$ cat src/logic/flash_seq_pkg.sv
// Package: frame bytes, status codes, command codes and carrier types of the sequencer
package flash_seq_pkg;
  // Frame delimiters and the link filler byte
  localparam logic [7:0] FRAME_SOH    = 8'h01;
  localparam logic [7:0] FRAME_STX    = 8'h02;
  localparam logic [7:0] FRAME_ETX    = 8'h03;
  localparam logic [7:0] IDLE_BYTE    = 8'hff;
  // Status codes reported in the first status byte
  localparam logic [7:0] ST_CMD_ERR   = 8'h04;
  localparam logic [7:0] ST_PARAM_ERR = 8'h05;
  localparam logic [7:0] ST_ACK       = 8'h06;
  localparam logic [7:0] ST_SUM_ERR   = 8'h07;
  localparam logic [7:0] ST_PROTECT   = 8'h10;
  localparam logic [7:0] ST_NACK      = 8'h15;
  localparam logic [7:0] ST_MARGIN    = 8'h1a;
  localparam logic [7:0] ST_BUSY      = 8'hff;  // Busy code value is arbitrary
  // Command codes; values are arbitrary
  localparam logic [7:0] CMD_STATUS   = 8'h70;
  localparam logic [7:0] CMD_OSC_SET  = 8'h90;
  localparam logic [7:0] CMD_CHIP_ERS = 8'h20;
  localparam logic [7:0] CMD_BLK_ERS  = 8'h22;
  // Frame length field of each command and of the status reply
  localparam logic [7:0] LEN_STATUS   = 8'h01;
  localparam logic [7:0] LEN_OSC_SET  = 8'h05;
  localparam logic [7:0] LEN_CHIP_ERS = 8'h01;
  localparam logic [7:0] LEN_BLK_ERS  = 8'h07;
  localparam logic [7:0] LEN_REPLY    = 8'h01;
  // Reset values
  localparam logic [7:0] ST1_RESET    = 8'h06;
  localparam logic [31:0] FREQ_RESET  = 32'h0000_0000;

  // Erase job handed to the flash array controller
  typedef struct packed {
    logic        block;       // 1: block range, 0: whole chip
    logic [23:0] start_addr;
    logic [23:0] end_addr;
  } erase_req_type;

  typedef enum logic [2:0] {RX_HUNT, RX_LEN, RX_BODY, RX_SUM, RX_ETX} rx_state_type;
endpackage

$ cat src/logic/flash_erase_clock_set_sequencer.sv
// Device-side interpreter for clock set, chip erase and block erase frames
`timescale 1ns/1ps
module flash_erase_clock_set_sequencer #(
  parameter int BODY_BYTES = 7
) (
  input  wire logic                          mclk_i,
  input  wire logic                          sys_rst_i,
  input  wire logic                          link_sck_i,
  input  wire logic                          link_sdi_i,
  output logic                               link_sdo_o,
  input  wire logic                          chip_erase_lock_i,
  input  wire logic                          boot_rewrite_lock_i,
  input  wire logic                          block_erase_lock_i,
  output flash_seq_pkg::erase_req_type       erase_req_o,
  output logic                               erase_start_o,
  input  wire logic                          erase_done_i,
  input  wire logic                          erase_fail_i,
  output logic [31:0]                        frequency_data_o,
  output logic                               frequency_set_o,
  output logic [7:0]                         first_status_byte_o
);
  import flash_seq_pkg::*;
  localparam int IW = $clog2(BODY_BYTES);
  // Refuse a body store shorter than the longest command or wider than a length byte
  if (BODY_BYTES < 7 || BODY_BYTES > 255) begin : g_chk
    $error("BODY_BYTES must lie between 7 and 255");
  end
  // Checksum: two's complement of the byte sum of length and body
  function automatic logic [7:0] frame_sum(input logic [7:0] len,
                                           input logic [BODY_BYTES-1:0][7:0] body);
    logic [7:0] s;
    s = len;
    for (int i = 0; i < BODY_BYTES; i++) begin
      if (i < int'(len)) begin
        s = 8'(s + body[i]);
      end
    end
    return 8'(8'h00 - s);
  endfunction
  // Link pin synchronisers; only the second stage and later are read
  logic sck_s1, sck_s2, sck_s3, sdi_s1, sdi_s2;
  always_ff @(posedge mclk_i or posedge sys_rst_i) begin
    if (sys_rst_i) begin
      sck_s1 <= 1'b0;
      sck_s2 <= 1'b0;
      sck_s3 <= 1'b0;
      sdi_s1 <= 1'b0;
      sdi_s2 <= 1'b0;
    end else begin
      sck_s1 <= link_sck_i;
      sck_s2 <= sck_s1;
      sck_s3 <= sck_s2;
      sdi_s1 <= link_sdi_i;
      sdi_s2 <= sdi_s1;
    end
  end
  logic sck_rise;
  assign sck_rise = sck_s2 & ~sck_s3;
  // Control state
  rx_state_type                  rx_state, next_rx_state;
  logic [2:0]                    bit_cnt, next_bit_cnt;
  logic [7:0]                    rx_sh, next_rx_sh;
  logic [7:0]                    len, next_len;
  logic [7:0]                    idx, next_idx;
  logic [7:0]                    rx_sum, next_rx_sum;
  logic [BODY_BYTES-1:0][7:0]    body, next_body;
  logic [7:0]                    st1, next_st1;
  logic                          busy, next_busy;
  logic [7:0]                    tx_sh, next_tx_sh;
  logic [4:0][7:0]               tx_frame, next_tx_frame;
  logic [2:0]                    tx_pos, next_tx_pos;
  logic                          tx_active, next_tx_active;
  erase_req_type                 req, next_req;
  logic                          start, next_start;
  logic [31:0]                   freq, next_freq;
  logic                          fset, next_fset;
  // Decode strobes, also watched by the checks below
  logic                          byte_done, frame_end, etx_ok, sum_ok, len_bad;
  logic [7:0]                    byte_in, cmd;

  assign byte_in = {rx_sh[6:0], sdi_s2};
  assign cmd     = body[0];
  // Next-state logic: bit shifting, frame parsing, command decode, status
  always_comb begin
    next_rx_state  = rx_state;
    next_bit_cnt   = bit_cnt;
    next_rx_sh     = rx_sh;
    next_len       = len;
    next_idx       = idx;
    next_rx_sum    = rx_sum;
    next_body      = body;
    next_st1       = st1;
    next_busy      = busy;
    next_tx_sh     = tx_sh;
    next_tx_frame  = tx_frame;
    next_tx_pos    = tx_pos;
    next_tx_active = tx_active;
    next_req       = req;
    next_start     = 1'b0;
    next_freq      = freq;
    next_fset      = 1'b0;
    byte_done      = sck_rise && (bit_cnt == 3'd7);
    frame_end      = 1'b0;
    len_bad        = 1'b0;
    etx_ok         = (byte_in == FRAME_ETX);
    sum_ok         = (frame_sum(len, body) == rx_sum);
    // Array controller finished: a failed margin check reports its own code
    if (busy && erase_done_i) begin
      next_busy = 1'b0;
      next_st1  = erase_fail_i ? ST_MARGIN : ST_ACK;
    end

    if (sck_rise) begin
      next_bit_cnt = 3'(bit_cnt + 3'd1);
      next_rx_sh   = byte_in;
      next_tx_sh   = {tx_sh[6:0], 1'b1};
    end
    if (byte_done) begin
      // Reply bytes go out one per link byte; filler while nothing is queued
      next_tx_sh = tx_active ? tx_frame[tx_pos] : IDLE_BYTE;
      if (tx_active) begin
        next_tx_pos    = 3'(tx_pos + 3'd1);
        next_tx_active = (tx_pos != 3'd4);
      end
      unique case (rx_state)
        RX_HUNT: begin
          // Filler clocked during replies never looks like a frame start
          if (byte_in == FRAME_SOH) begin
            next_rx_state = RX_LEN;
          end
        end
        RX_LEN: begin
          if (byte_in == 8'h00 || byte_in > 8'(BODY_BYTES)) begin
            len_bad       = 1'b1;
            next_st1      = ST_NACK;
            next_rx_state = RX_HUNT;
          end else begin
            next_len      = byte_in;
            next_idx      = 8'h00;
            next_body     = '0;
            next_rx_state = RX_BODY;
          end
        end
        RX_BODY: begin
          next_body[idx[IW-1:0]] = byte_in;
          next_idx               = 8'(idx + 8'h01);
          if (idx == 8'(len - 8'h01)) begin
            next_rx_state = RX_SUM;
          end
        end
        RX_SUM: begin
          next_rx_sum   = byte_in;
          next_rx_state = RX_ETX;
        end
        RX_ETX: begin
          frame_end     = 1'b1;
          next_rx_state = RX_HUNT;
          if (!etx_ok) begin
            next_st1 = ST_NACK;
          end else if (!sum_ok) begin
            next_st1 = ST_SUM_ERR;
          end else if (cmd == CMD_STATUS && len == LEN_STATUS) begin
            // Snapshot the status; a result landing in this same cycle is not yet in st1 and misses this reply
            next_tx_frame  = {FRAME_ETX, frame_sum(LEN_REPLY, (BODY_BYTES*8)'(st1)),
                              st1, LEN_REPLY, FRAME_STX};
            next_tx_pos    = 3'd0;
            next_tx_active = 1'b1;
          end else if (busy) begin
            next_st1 = ST_NACK;
          end else if (cmd == CMD_OSC_SET) begin
            if (len != LEN_OSC_SET) begin
              next_st1 = ST_NACK;
            end else begin
              next_freq = {body[1], body[2], body[3], body[4]};
              next_fset = 1'b1;
              next_st1  = ST_ACK;
            end
          end else if (cmd == CMD_CHIP_ERS) begin
            if (len != LEN_CHIP_ERS) begin
              next_st1 = ST_NACK;
            end else if (chip_erase_lock_i || boot_rewrite_lock_i) begin
              next_st1 = ST_PROTECT;
            end else begin
              next_req   = '{block: 1'b0, start_addr: 24'h000000, end_addr: 24'hffffff};
              next_start = 1'b1;
              next_busy  = 1'b1;
              next_st1   = ST_BUSY;
            end
          end else if (cmd == CMD_BLK_ERS) begin
            if (len != LEN_BLK_ERS) begin
              next_st1 = ST_NACK;
            end else if (block_erase_lock_i) begin
              next_st1 = ST_PROTECT;
            end else if ({body[1], body[2], body[3]} > {body[4], body[5], body[6]}) begin
              next_st1 = ST_PARAM_ERR;  // Reversed range cannot be erased
            end else begin
              next_req   = '{block: 1'b1, start_addr: {body[1], body[2], body[3]},
                             end_addr: {body[4], body[5], body[6]}};
              next_start = 1'b1;
              next_busy  = 1'b1;
              next_st1   = ST_BUSY;
            end
          end else begin
            next_st1 = ST_CMD_ERR;
          end
        end
        default: next_rx_state = RX_HUNT;
      endcase
    end
  end
  // State registers
  always_ff @(posedge mclk_i or posedge sys_rst_i) begin
    if (sys_rst_i) begin
      rx_state  <= RX_HUNT;
      bit_cnt   <= 3'd0;
      rx_sh     <= 8'h00;
      len       <= 8'h00;
      idx       <= 8'h00;
      rx_sum    <= 8'h00;
      body      <= '0;
      st1       <= ST1_RESET;
      busy      <= 1'b0;
      tx_sh     <= IDLE_BYTE;
      tx_frame  <= '0;
      tx_pos    <= 3'd0;
      tx_active <= 1'b0;
      req       <= '0;
      start     <= 1'b0;
      freq      <= FREQ_RESET;
      fset      <= 1'b0;
    end else begin
      rx_state  <= next_rx_state;
      bit_cnt   <= next_bit_cnt;
      rx_sh     <= next_rx_sh;
      len       <= next_len;
      idx       <= next_idx;
      rx_sum    <= next_rx_sum;
      body      <= next_body;
      st1       <= next_st1;
      busy      <= next_busy;
      tx_sh     <= next_tx_sh;
      tx_frame  <= next_tx_frame;
      tx_pos    <= next_tx_pos;
      tx_active <= next_tx_active;
      req       <= next_req;
      start     <= next_start;
      freq      <= next_freq;
      fset      <= next_fset;
    end
  end
  // Outputs straight from registers
  assign link_sdo_o          = tx_sh[7];
  assign erase_req_o         = req;
  assign erase_start_o       = start;
  assign frequency_data_o    = freq;
  assign frequency_set_o     = fset;
  assign first_status_byte_o = st1;
  // Checks on the reported status codes
  a_nack_bad_etx: assert property (@(posedge mclk_i) disable iff (sys_rst_i)
    frame_end && !etx_ok |=> st1 == ST_NACK && !erase_start_o)
    else $error("missing end byte not answered with negative acknowledge");
  a_nack_bad_len: assert property (@(posedge mclk_i) disable iff (sys_rst_i)
    byte_done && len_bad |=> st1 == ST_NACK ##1 rx_state == RX_HUNT)
    else $error("bad length field not answered with negative acknowledge");
  a_chip_protect: assert property (@(posedge mclk_i) disable iff (sys_rst_i)
    frame_end && etx_ok && sum_ok && !busy && cmd == CMD_CHIP_ERS && len == LEN_CHIP_ERS
    && (chip_erase_lock_i || boot_rewrite_lock_i) |=> st1 == ST_PROTECT && !erase_start_o)
    else $error("locked chip erase not refused with protect code");
  a_block_protect: assert property (@(posedge mclk_i) disable iff (sys_rst_i)
    frame_end && etx_ok && sum_ok && !busy && cmd == CMD_BLK_ERS && len == LEN_BLK_ERS
    && block_erase_lock_i |=> st1 == ST_PROTECT && !busy)
    else $error("locked block erase not refused with protect code");
  a_margin_fail: assert property (@(posedge mclk_i) disable iff (sys_rst_i)
    busy && req.block && erase_done_i && erase_fail_i |=> st1 == ST_MARGIN && !busy)
    else $error("failed block erase not reported with margin code");
endmodule

$ cat config.mk
export PLATFORM = sky130hd
export DESIGN_NAME = flash_erase_clock_set_sequencer
export DESIGN_NICKNAME = d
export VERILOG_FILES = /design/src/logic/flash_seq_pkg.sv /design/src/logic/flash_erase_clock_set_sequencer.sv
export SDC_FILE = /design/constraint.sdc
export NUM_CORES = 1
export LEC_CHECK = 0
export ABC_AREA = 1
export BUFFER_PORTS_ARGS = -buffer_cell sky130_fd_sc_hd__buf_2
export CORE_MARGIN = 5
export CORE_UTILIZATION = 56
export CTS_BUF_LIST = sky130_fd_sc_hd__clkbuf_16
export CTS_CLUSTER_DIAMETER = 150
export DETAILED_ROUTE_END_ITERATION = 8
export PLACE_DENSITY = 0.75
export SETUP_SLACK_MARGIN = 0.4
export SLEW_MARGIN = 20
export SYNTH_ARGS = -nofsm -noshare
export SYNTH_HDL_FRONTEND = slang
export SYNTH_SLANG_ARGS = --single-unit
export TNS_END_PERCENT = 50
$ cat constraint.sdc
create_clock -name mclk_i -period 8.2 [get_ports mclk_i]
set_input_delay 1.23 -clock mclk_i [delete_from_list [all_inputs] [get_ports mclk_i]]
set_output_delay 1.23 -clock mclk_i [all_outputs]
set_load 0.05 [all_outputs]
## Word level (Yosys, flattened, before mapping)

Cells that the tools add are included.

- $add $sub $neg: 14
- Order comparisons: 12
- Equality and inequality tests: 26
- Mux-type cells: 100
- Bitwise operators: 7
- Reduce and logical (&&, ||, !) cells: 18

Operators with widths:

| kind | number |
|---|---|
| 2-to-1 mux 49 bit | 7 |
| 2-to-1 mux 8 bit | 33 |
| one-hot mux 56 bit (2 select lines) | 1 |
| adder 8 bit | 7 |
| bitwise mux 56 bit | 1 |
| 2-to-1 mux 56 bit | 1 |
| 2-to-1 mux 1 bit | 42 |
| one-hot mux 8 bit (2 select lines) | 2 |
| binary-select mux 8 bit (select 3 bit) | 1 |
| demux 8 bit (select 3 bit) | 1 |
| > comparator 24 bit | 1 |
| < comparator 3 x 8 -> 1 bit (first input constant) | 3 |
| 2-to-1 mux 3 bit | 7 |
| == test 8 x 1 -> 1 bit (second input constant) | 2 |
| == test 8 x 6 -> 1 bit (second input constant) | 2 |
| == test 8 bit | 2 |
| < comparator 1 x 8 -> 1 bit (first input constant) | 2 |
| < comparator 2 x 8 -> 1 bit (first input constant) | 2 |
| != test 8 x 3 -> 1 bit (second input constant) | 2 |
| subtractor 1 x 8 -> 8 bit (first input constant) | 2 |
| != test 2 bit (second input constant) | 7 |
| AND reduction 13 bit | 1 |
| one-hot mux 3 bit (4 select lines) | 1 |
| 2-to-1 mux 5 bit | 2 |
| other kinds (28) | 45 |

- Bits in registers: 220
- Input bits: 9
- Word-level logic and storage cells: 210

## Logic depth before layout (Yosys ltp)

- Depth after elaboration: 21
- Depth in mapped cells: 67
- Depth with buffers taken out: 66

## Worst setup path after synthesis

Ideal clock, no wire load.

- Path type: register -> register
- Start: register len[1]
- End: register req, in the netlist erase_req_o[18]
- Library setup time: 0.114 ns
- Arrival time: 8.050 ns
- Setup slack: 0.036 ns
- Stages on the path, launching flop included: 58
- Path buffers: 2
- Path through: dfrtp_1 -> inv_1 -> ha_1 -> nand2_1 -> nor2_1 -> nand2_1 -> nand2_1 -> ha_1 -> inv_1 -> fa_1 -> inv_1 -> nand2_2 -> nand2_1 -> fa_1 -> xor2_1 -> or2_2 -> nand2_1 -> inv_1 -> [22 not listed] -> o211ai_1 -> and2_1 -> nor2_1 -> nand3_1 -> nand2_1 -> nand2_1 -> nand2_1 -> inv_1 -> nand4_1 -> nand2_1 -> nor2_4 -> nand2_4 -> inv_6 -> nand4_4 -> buf_6 -> buf_6 -> nor2_2 -> nor2_1

- Longest elaborated chain between the ends: 17
- Elaborated cells on any way between the ends: 31
- Those cells by class: add/sub: 8; order compare: 7; eq/ne: 6; mux: 7; bitwise: 1; reduce/logical: 2

Ends and longest elaborated chain:

| item | line | text |
|---|---|---|
| start: declaration | flash_erase_clock_set_sequencer.sv:63 | `logic [7:0] len, next_len;` |
| start signal: assignment | flash_erase_clock_set_sequencer.sv:235 | `len <= next_len;` |
| adder 8 bit or < comparator 1 x 8 -> 1 bit (tied branches) | flash_erase_clock_set_sequencer.sv:35, flash_erase_clock_set_sequencer.sv:34 |  |
| 2-to-1 mux 8 bit | flash_erase_clock_set_sequencer.sv:34 | `if (i < int'(len)) begin` |
| adder 8 bit | flash_erase_clock_set_sequencer.sv:35 | `s = 8'(s + body[i]);` |
| 2-to-1 mux 8 bit | flash_erase_clock_set_sequencer.sv:34 |  |
| adder 8 bit | flash_erase_clock_set_sequencer.sv:35 |  |
| 2-to-1 mux 8 bit | flash_erase_clock_set_sequencer.sv:34 |  |
| adder 8 bit | flash_erase_clock_set_sequencer.sv:35 |  |
| 2-to-1 mux 8 bit | flash_erase_clock_set_sequencer.sv:34 |  |
| adder 8 bit | flash_erase_clock_set_sequencer.sv:35 |  |
| 2-to-1 mux 8 bit | flash_erase_clock_set_sequencer.sv:34 |  |
| adder 8 bit | flash_erase_clock_set_sequencer.sv:35 |  |
| 2-to-1 mux 8 bit | flash_erase_clock_set_sequencer.sv:34 |  |
| adder 8 bit | flash_erase_clock_set_sequencer.sv:35 |  |
| 2-to-1 mux 8 bit | flash_erase_clock_set_sequencer.sv:34 |  |
| subtractor 1 x 8 -> 8 bit | flash_erase_clock_set_sequencer.sv:38 | `return 8'(8'h00 - s);` |
| == test 8 bit | flash_erase_clock_set_sequencer.sv:106 | `sum_ok = (frame_sum(len, body) == rx_sum);` |
| AND reduction 13 bit (no source line) (*) | - |  |
| end signal: assignment | flash_erase_clock_set_sequencer.sv:245 | `req <= next_req;` |
| end: declaration | flash_erase_clock_set_sequencer.sv:73 | `erase_req_type req, next_req;` |

Every way passes the cells marked *; elsewhere a longest branch is shown, timed or not.
A chain may end at the register's enable or synchronous reset.

## Worst setup path after layout

- Start: register body, in the netlist cmd[0]
- End: register freq[30], in the netlist frequency_data_o[30]

- Longest elaborated chain between the ends: 17
- Elaborated cells on any way between the ends: 21
- Those cells by class: add/sub: 8; eq/ne: 3; mux: 7; bitwise: 1; reduce/logical: 2

Ends and longest elaborated chain:

| item | line | text |
|---|---|---|
| start: declaration | flash_erase_clock_set_sequencer.sv:66 | `logic [BODY_BYTES-1:0][7:0] body, next_body;` |
| start signal: assignment | flash_erase_clock_set_sequencer.sv:238 | `body <= next_body;` |
| adder 8 bit | flash_erase_clock_set_sequencer.sv:35 |  |
| 2-to-1 mux 8 bit | flash_erase_clock_set_sequencer.sv:34 |  |
| adder 8 bit | flash_erase_clock_set_sequencer.sv:35 |  |
| 2-to-1 mux 8 bit | flash_erase_clock_set_sequencer.sv:34 |  |
| adder 8 bit | flash_erase_clock_set_sequencer.sv:35 |  |
| 2-to-1 mux 8 bit | flash_erase_clock_set_sequencer.sv:34 |  |
| adder 8 bit | flash_erase_clock_set_sequencer.sv:35 |  |
| 2-to-1 mux 8 bit | flash_erase_clock_set_sequencer.sv:34 |  |
| adder 8 bit | flash_erase_clock_set_sequencer.sv:35 |  |
| 2-to-1 mux 8 bit | flash_erase_clock_set_sequencer.sv:34 |  |
| adder 8 bit | flash_erase_clock_set_sequencer.sv:35 |  |
| 2-to-1 mux 8 bit | flash_erase_clock_set_sequencer.sv:34 |  |
| adder 8 bit | flash_erase_clock_set_sequencer.sv:35 |  |
| 2-to-1 mux 8 bit | flash_erase_clock_set_sequencer.sv:34 |  |
| subtractor 1 x 8 -> 8 bit | flash_erase_clock_set_sequencer.sv:38 |  |
| == test 8 bit | flash_erase_clock_set_sequencer.sv:106 |  |
| AND reduction 8 bit (no source line) (*) | - |  |
| end signal: assignment | flash_erase_clock_set_sequencer.sv:247 | `freq <= next_freq;` |
| end: declaration | flash_erase_clock_set_sequencer.sv:75 | `logic [31:0] freq, next_freq;` |

Marks and branches as above.

==> impl_metrics.xml <==
<?xml version="1.0" encoding="UTF-8"?>
<metrics>
  <group name="run_status">
    <metric name="run_status" unit="">complete, but fails checks</metric>
    <metric name="violations" unit="">setup timing</metric>
  </group>
  <group name="worst_setup_path">
    <metric name="path_delay_family" unit="">simple AND/OR/NAND/NOR gates</metric>
    <metric name="critical_path_arrival" unit="ns">8.68</metric>
    <metric name="critical-path-top-cell-by-count" unit="">sky130_fd_sc_hd__nand2_2</metric>
    <metric name="path_class" unit="">register to register</metric>
    <metric name="critical_path.max_fanout" unit="">8</metric>
    <metric name="critical-path-max-stage-delay" unit="ns">0.56</metric>
    <metric name="cp.buffers_inverters" unit="">11</metric>
    <metric name="timing.critical_path.from_type" unit="">register</metric>
    <metric name="worst_path_max_delay_cell" unit="">sky130_fd_sc_hd__fa_2</metric>
    <metric name="crit_path_end_kind" unit="">register</metric>
    <metric name="critPathRequiredTime" unit="ns">8.62</metric>
  </group>
  <group name="sta">
    <metric name="final-setup-viol-count" unit="">32</metric>
    <metric name="worst_clock_skew" unit="ns">0.0127</metric>
    <metric name="maxSlewViolCount" unit="">0</metric>
    <metric name="tcrit_tclk_final" unit="%">101</metric>
    <metric name="worst_hold_slack" unit="ns">0.352</metric>
    <metric name="worst_slack" unit="ns">-0.0607</metric>
    <metric name="timing.final.crit_period" unit="ns">8.26</metric>
    <metric name="max-slew-margin-rel" unit="%">35.2</metric>
    <metric name="worst_pin_slew" unit="ns">0.966</metric>
    <metric name="fmaxAchievable" unit="GHz">0.121</metric>
    <metric name="grt_setup_unrepaired" unit="">yes</metric>
    <metric name="finalHoldViolations" unit="">0</metric>
  </group>
  <group name="routing">
    <metric name="route.antenna.remaining_nets" unit="">0</metric>
    <metric name="avgRoutedWirePerCell" unit="µm">18.3</metric>
    <metric name="num_vias" unit="">14338</metric>
    <metric name="detail_route.iter0.violations" unit="">1200</metric>
    <metric name="first_pass_iters" unit="">6</metric>
    <metric name="avgViaCountPerCell" unit="">5.65</metric>
    <metric name="routed_wirelength" unit="µm">46500</metric>
    <metric name="route.detailed.drc" unit="">0</metric>
  </group>
  <group name="finish">
    <metric name="area_growth" unit="%">27.2</metric>
    <metric name="drive_gt1_share" unit="%">27.9</metric>
    <metric name="filler_cell_count" unit="">1915</metric>
    <metric name="footprint_of_the_multi_input_gates" unit="mm²">0.00851</metric>
    <metric name="ff_latch_area" unit="mm²">0.00549</metric>
    <metric name="design.final.nets" unit="">2291</metric>
    <metric name="layout.cells.non_filler" unit="">2538</metric>
    <metric name="n_antenna_cell" unit="">0</metric>
  </group>
  <group name="synth">
    <metric name="post-synth-top-area-fraction" unit="%">36.1</metric>
    <metric name="netlist_instances" unit="">1966</metric>
    <metric name="synth_top_family_by_area" unit="">simple AND/OR/NAND/NOR gates</metric>
    <metric name="muxShareOfSynthArea" unit="%">0</metric>
    <metric name="synth_xor_xnor_area_share" unit="%">2.48</metric>
    <metric name="synth-warning-count" unit="">0</metric>
    <metric name="synth-seq-cells" unit="">219</metric>
    <metric name="synth-edff-count" unit="">0</metric>
    <metric name="postSynthAreaPerCell" unit="µm²">7.37</metric>
    <metric name="synth.area.top_cells" unit="">sky130_fd_sc_hd__dfrtp_1 (36%), sky130_fd_sc_hd__nand2_1 (12%), sky130_fd_sc_hd__inv_1 (9.2%)</metric>
    <metric name="synth-simple-area-share" unit="%">28.4</metric>
    <metric name="mapped_area" unit="mm²">0.0145</metric>
    <metric name="synth_compound_gate_area_share" unit="%">11.6</metric>
    <metric name="yosys.area_share.adder" unit="%">8.30</metric>
    <metric name="synth_fp_nets" unit="">2067</metric>
    <metric name="synthTopCellsByCount" unit="">sky130_fd_sc_hd__nand2_1 (470), sky130_fd_sc_hd__inv_1 (357), sky130_fd_sc_hd__dfrtp_1 (209), sky130_fd_sc_hd__nand3_1 (166), sky130_fd_sc_hd__o21ai_0 (126)</metric>
    <metric name="synth-async-reset-ratio" unit="%">100</metric>
    <metric name="synthDistinctLibCells" unit="">56</metric>
    <metric name="yosysMostFrequentCell" unit="">sky130_fd_sc_hd__nand2_1</metric>
    <metric name="synth_top_flop_cell" unit="">sky130_fd_sc_hd__dfrtp_1</metric>
    <metric name="synth_area_leader_cell" unit="">sky130_fd_sc_hd__dfrtp_1</metric>
    <metric name="synth_seq_area_share" unit="%">37.9</metric>
  </group>
  <group name="placement">
    <metric name="place_inst" unit="">2413</metric>
    <metric name="place.port_buffers" unit="">100</metric>
    <metric name="place_congestion" unit="">0.997</metric>
    <metric name="dp_hpwl" unit="µm">31300</metric>
  </group>
  <group name="clock_tree">
    <metric name="cts_buffers" unit="">25</metric>
    <metric name="cts.root.buffer_cell" unit="">sky130_fd_sc_hd__clkbuf_16</metric>
    <metric name="worst_setup_hold_path_clk_slew" unit="ns">0.06</metric>
    <metric name="cts-htree-levels" unit="">1</metric>
    <metric name="cts_tree" unit="">done</metric>
    <metric name="insertion_delay" unit="ns">0.54</metric>
    <metric name="cts_max_path_buffers" unit="">3</metric>
    <metric name="clock_sink_count" unit="">219</metric>
    <metric name="cts_hold_buf" unit="">0</metric>
  </group>
  <group name="die">
    <metric name="core-area" unit="mm²">0.0253</metric>
    <metric name="die_h" unit="µm">171</metric>
    <metric name="die_width" unit="µm">171</metric>
    <metric name="effective_utilization_at_floorplan" unit="%">57.2</metric>
    <metric name="die_area" unit="mm²">0.0292</metric>
    <metric name="floorplan.io_pins" unit="">101</metric>
    <metric name="std_cell_rows" unit="">58</metric>
  </group>
  <group name="power_and_ir_drop">
    <metric name="power_density" unit="mW/mm²">152</metric>
    <metric name="total_leakage_power" unit="nW">10.1</metric>
    <metric name="vdd_ir_drop_max" unit="V">0.000161</metric>
  </group>
  <group name="grt">
    <metric name="initial_antenna_violation_count" unit="">0</metric>
    <metric name="first_global_vias" unit="">13063</metric>
    <metric name="global_route.usage.met1" unit="%">41.8</metric>
    <metric name="top_usage_layer" unit="">met2</metric>
    <metric name="grt_first_pass_wirelength" unit="µm">68300</metric>
    <metric name="met2_global_route_usage" unit="%">47.4</metric>
    <metric name="gr-total-overflow" unit="">0</metric>
    <metric name="all_layer_global_routing_usage" unit="%">29.3</metric>
    <metric name="grt_start_max_net_pins" unit="">86</metric>
    <metric name="global_route.usage.met3" unit="%">3.60</metric>
  </group>
  <group name="hold_path">
    <metric name="hp-class" unit="">register to register</metric>
  </group>
  <group name="flow_run">
    <metric name="maxCapViolCount" unit="">0</metric>
  </group>
</metrics>
## metal layers
metal	up-vias	routed length, µm
met4	0	1470
met3	121	4210
met1	6845	19200
li1	6736	-
met2	636	21600
met5	-	0
## flip-flops by register name (all words and copies together) (netlist names), 3 cells and up
| signal | cells |
|---|---|
| bit_cnt | 3 |
| body | 48 |
| cmd | 8 |
| erase_req_o | 49 |
| first_status_byte_o | 8 |
| frequency_data_o | 32 |
| idx | 8 |
| len | 8 |
| rx_sh | 7 |
| rx_state | 3 |
| rx_sum | 8 |
| tx_frame | 17 |
| tx_pos | 3 |
| tx_sh | 8 |
## worst paths after layout
kind | from | to | slack (ns) | cells past startpoint
max | cmd[0] | frequency_data_o[30] | -0.06 | 56
min | sdi_s1 | sdi_s2 | 0.35 | 0
max reg2reg | cmd[0] | frequency_data_o[30] | -0.06 | 56
min reg2reg | sdi_s1 | sdi_s2 | 0.35 | 0
max in group asynchronous | sys_rst_i | erase_req_o[43] | 6.09 | 3
min in group asynchronous | sys_rst_i | bit_cnt[1] | 0.78 | 2
## power breakdown
| group | switching (mW) | internal (mW) | leakage, nW |
|---|---|---|---|
| clock network | 0.453 | 0.548 | 0.391 |
| registers | 0.0267 | 1.12 | 2.87 |
| logic | 0.367 | 0.281 | 6.87 |
| total | 0.847 | 1.95 | 10.1 |
## through the flow
stage	setup TNS (ns)	utilization [%]	area (µm²)	power, mW	setup slack (ns)
2_1_floorplan	0	-	14600	1.48	0.424
3_3_place_gp	-4.79	62.3	15800	1.58	-0.0756
3_5_place_dp	-8.95	62.3	15800	1.59	-0.137
4_1_cts	0	68.5	17400	2.69	0.281
5_1_grt	-32.49	72.8	18400	2.92	-0.427
6_report	-0.926	72.8	18400	2.80	-0.0607
## logic make-up (layout without fill, tap and decap cells)
family,count (synthesis),in the layout
AOI/OAI and AO/OA,301,301
xor gates and xnor gates,41,41
adders and majority gates,92,92
buffers and inverters,416,658
DFF,219,219
and+or+nand+nor,897,897
## cell type report
type / count / area share (%)
flip-flops and latches: 219 / 29.8
well taps: 330 / 2.24
repair buffers: 242 / 10.2
clock buffers: 25 / 3.39
inverters: 371 / 7.69
multi-input cells: 1331 / 46.2
clock inverters: 20 / 0.468
## cell usage in the layout (no fill, tap or decap), types with 9 or more instances in the layout
cell                        netlist  layout
sky130_fd_sc_hd__a21oi_1         67      56
sky130_fd_sc_hd__nand4_1         23      23
sky130_fd_sc_hd__nor2_2          12      22
sky130_fd_sc_hd__nand3_1        166     155
sky130_fd_sc_hd__ha_1            85      57
sky130_fd_sc_hd__nand2_4          3      33
sky130_fd_sc_hd__buf_4            2     117
sky130_fd_sc_hd__o21ai_1         49      28
sky130_fd_sc_hd__xor2_1          23      21
sky130_fd_sc_hd__xnor2_1         18      14
sky130_fd_sc_hd__nand3_2         21      30
sky130_fd_sc_hd__buf_2           17     100
sky130_fd_sc_hd__nor2_4           6       9
sky130_fd_sc_hd__o21ai_0        126      97
sky130_fd_sc_hd__o21a_1           9       9
sky130_fd_sc_hd__o22ai_1         19      19
sky130_fd_sc_hd__clkbuf_16        0      33
sky130_fd_sc_hd__or2_2           22      12
sky130_fd_sc_hd__a21oi_2          0      10
sky130_fd_sc_hd__dfrtp_1        209     208
sky130_fd_sc_hd__o21ai_2          5      53
sky130_fd_sc_hd__nor2_1         120     107
sky130_fd_sc_hd__nor4_1          10      10
sky130_fd_sc_hd__nor3_1          12      12
sky130_fd_sc_hd__inv_2           10      38
sky130_fd_sc_hd__dfstp_2         10      10
sky130_fd_sc_hd__nand2_2         10      56
sky130_fd_sc_hd__nand2_1        470     394
sky130_fd_sc_hd__inv_1          357     338
sky130_fd_sc_hd__ha_4             0      27
sky130_fd_sc_hd__or2_4            0      10
## repair_timing
item / CTS / global route
pin swaps: 55 / 66
buffers inserted: 48 / 18
endpoints found under the setup margin: 113 / 113
endpoints found under the hold margin: 0 / 0
resized for setup: 98 / 218
gates cloned: 2 / 12
## worst register-to-register path: cells and delay by family, from the launching register on
kind | cells | cell delay, ns
compound gates | 5 | 0.73
xor+xnor | 2 | 0.30
fa+ha+maj | 8 | 2.81
buf+inv | 11 | 0.93
flops | 1 | 0.42
simple gates | 30 | 2.97
No activity file was read; power rests on OpenSTA's default activity.
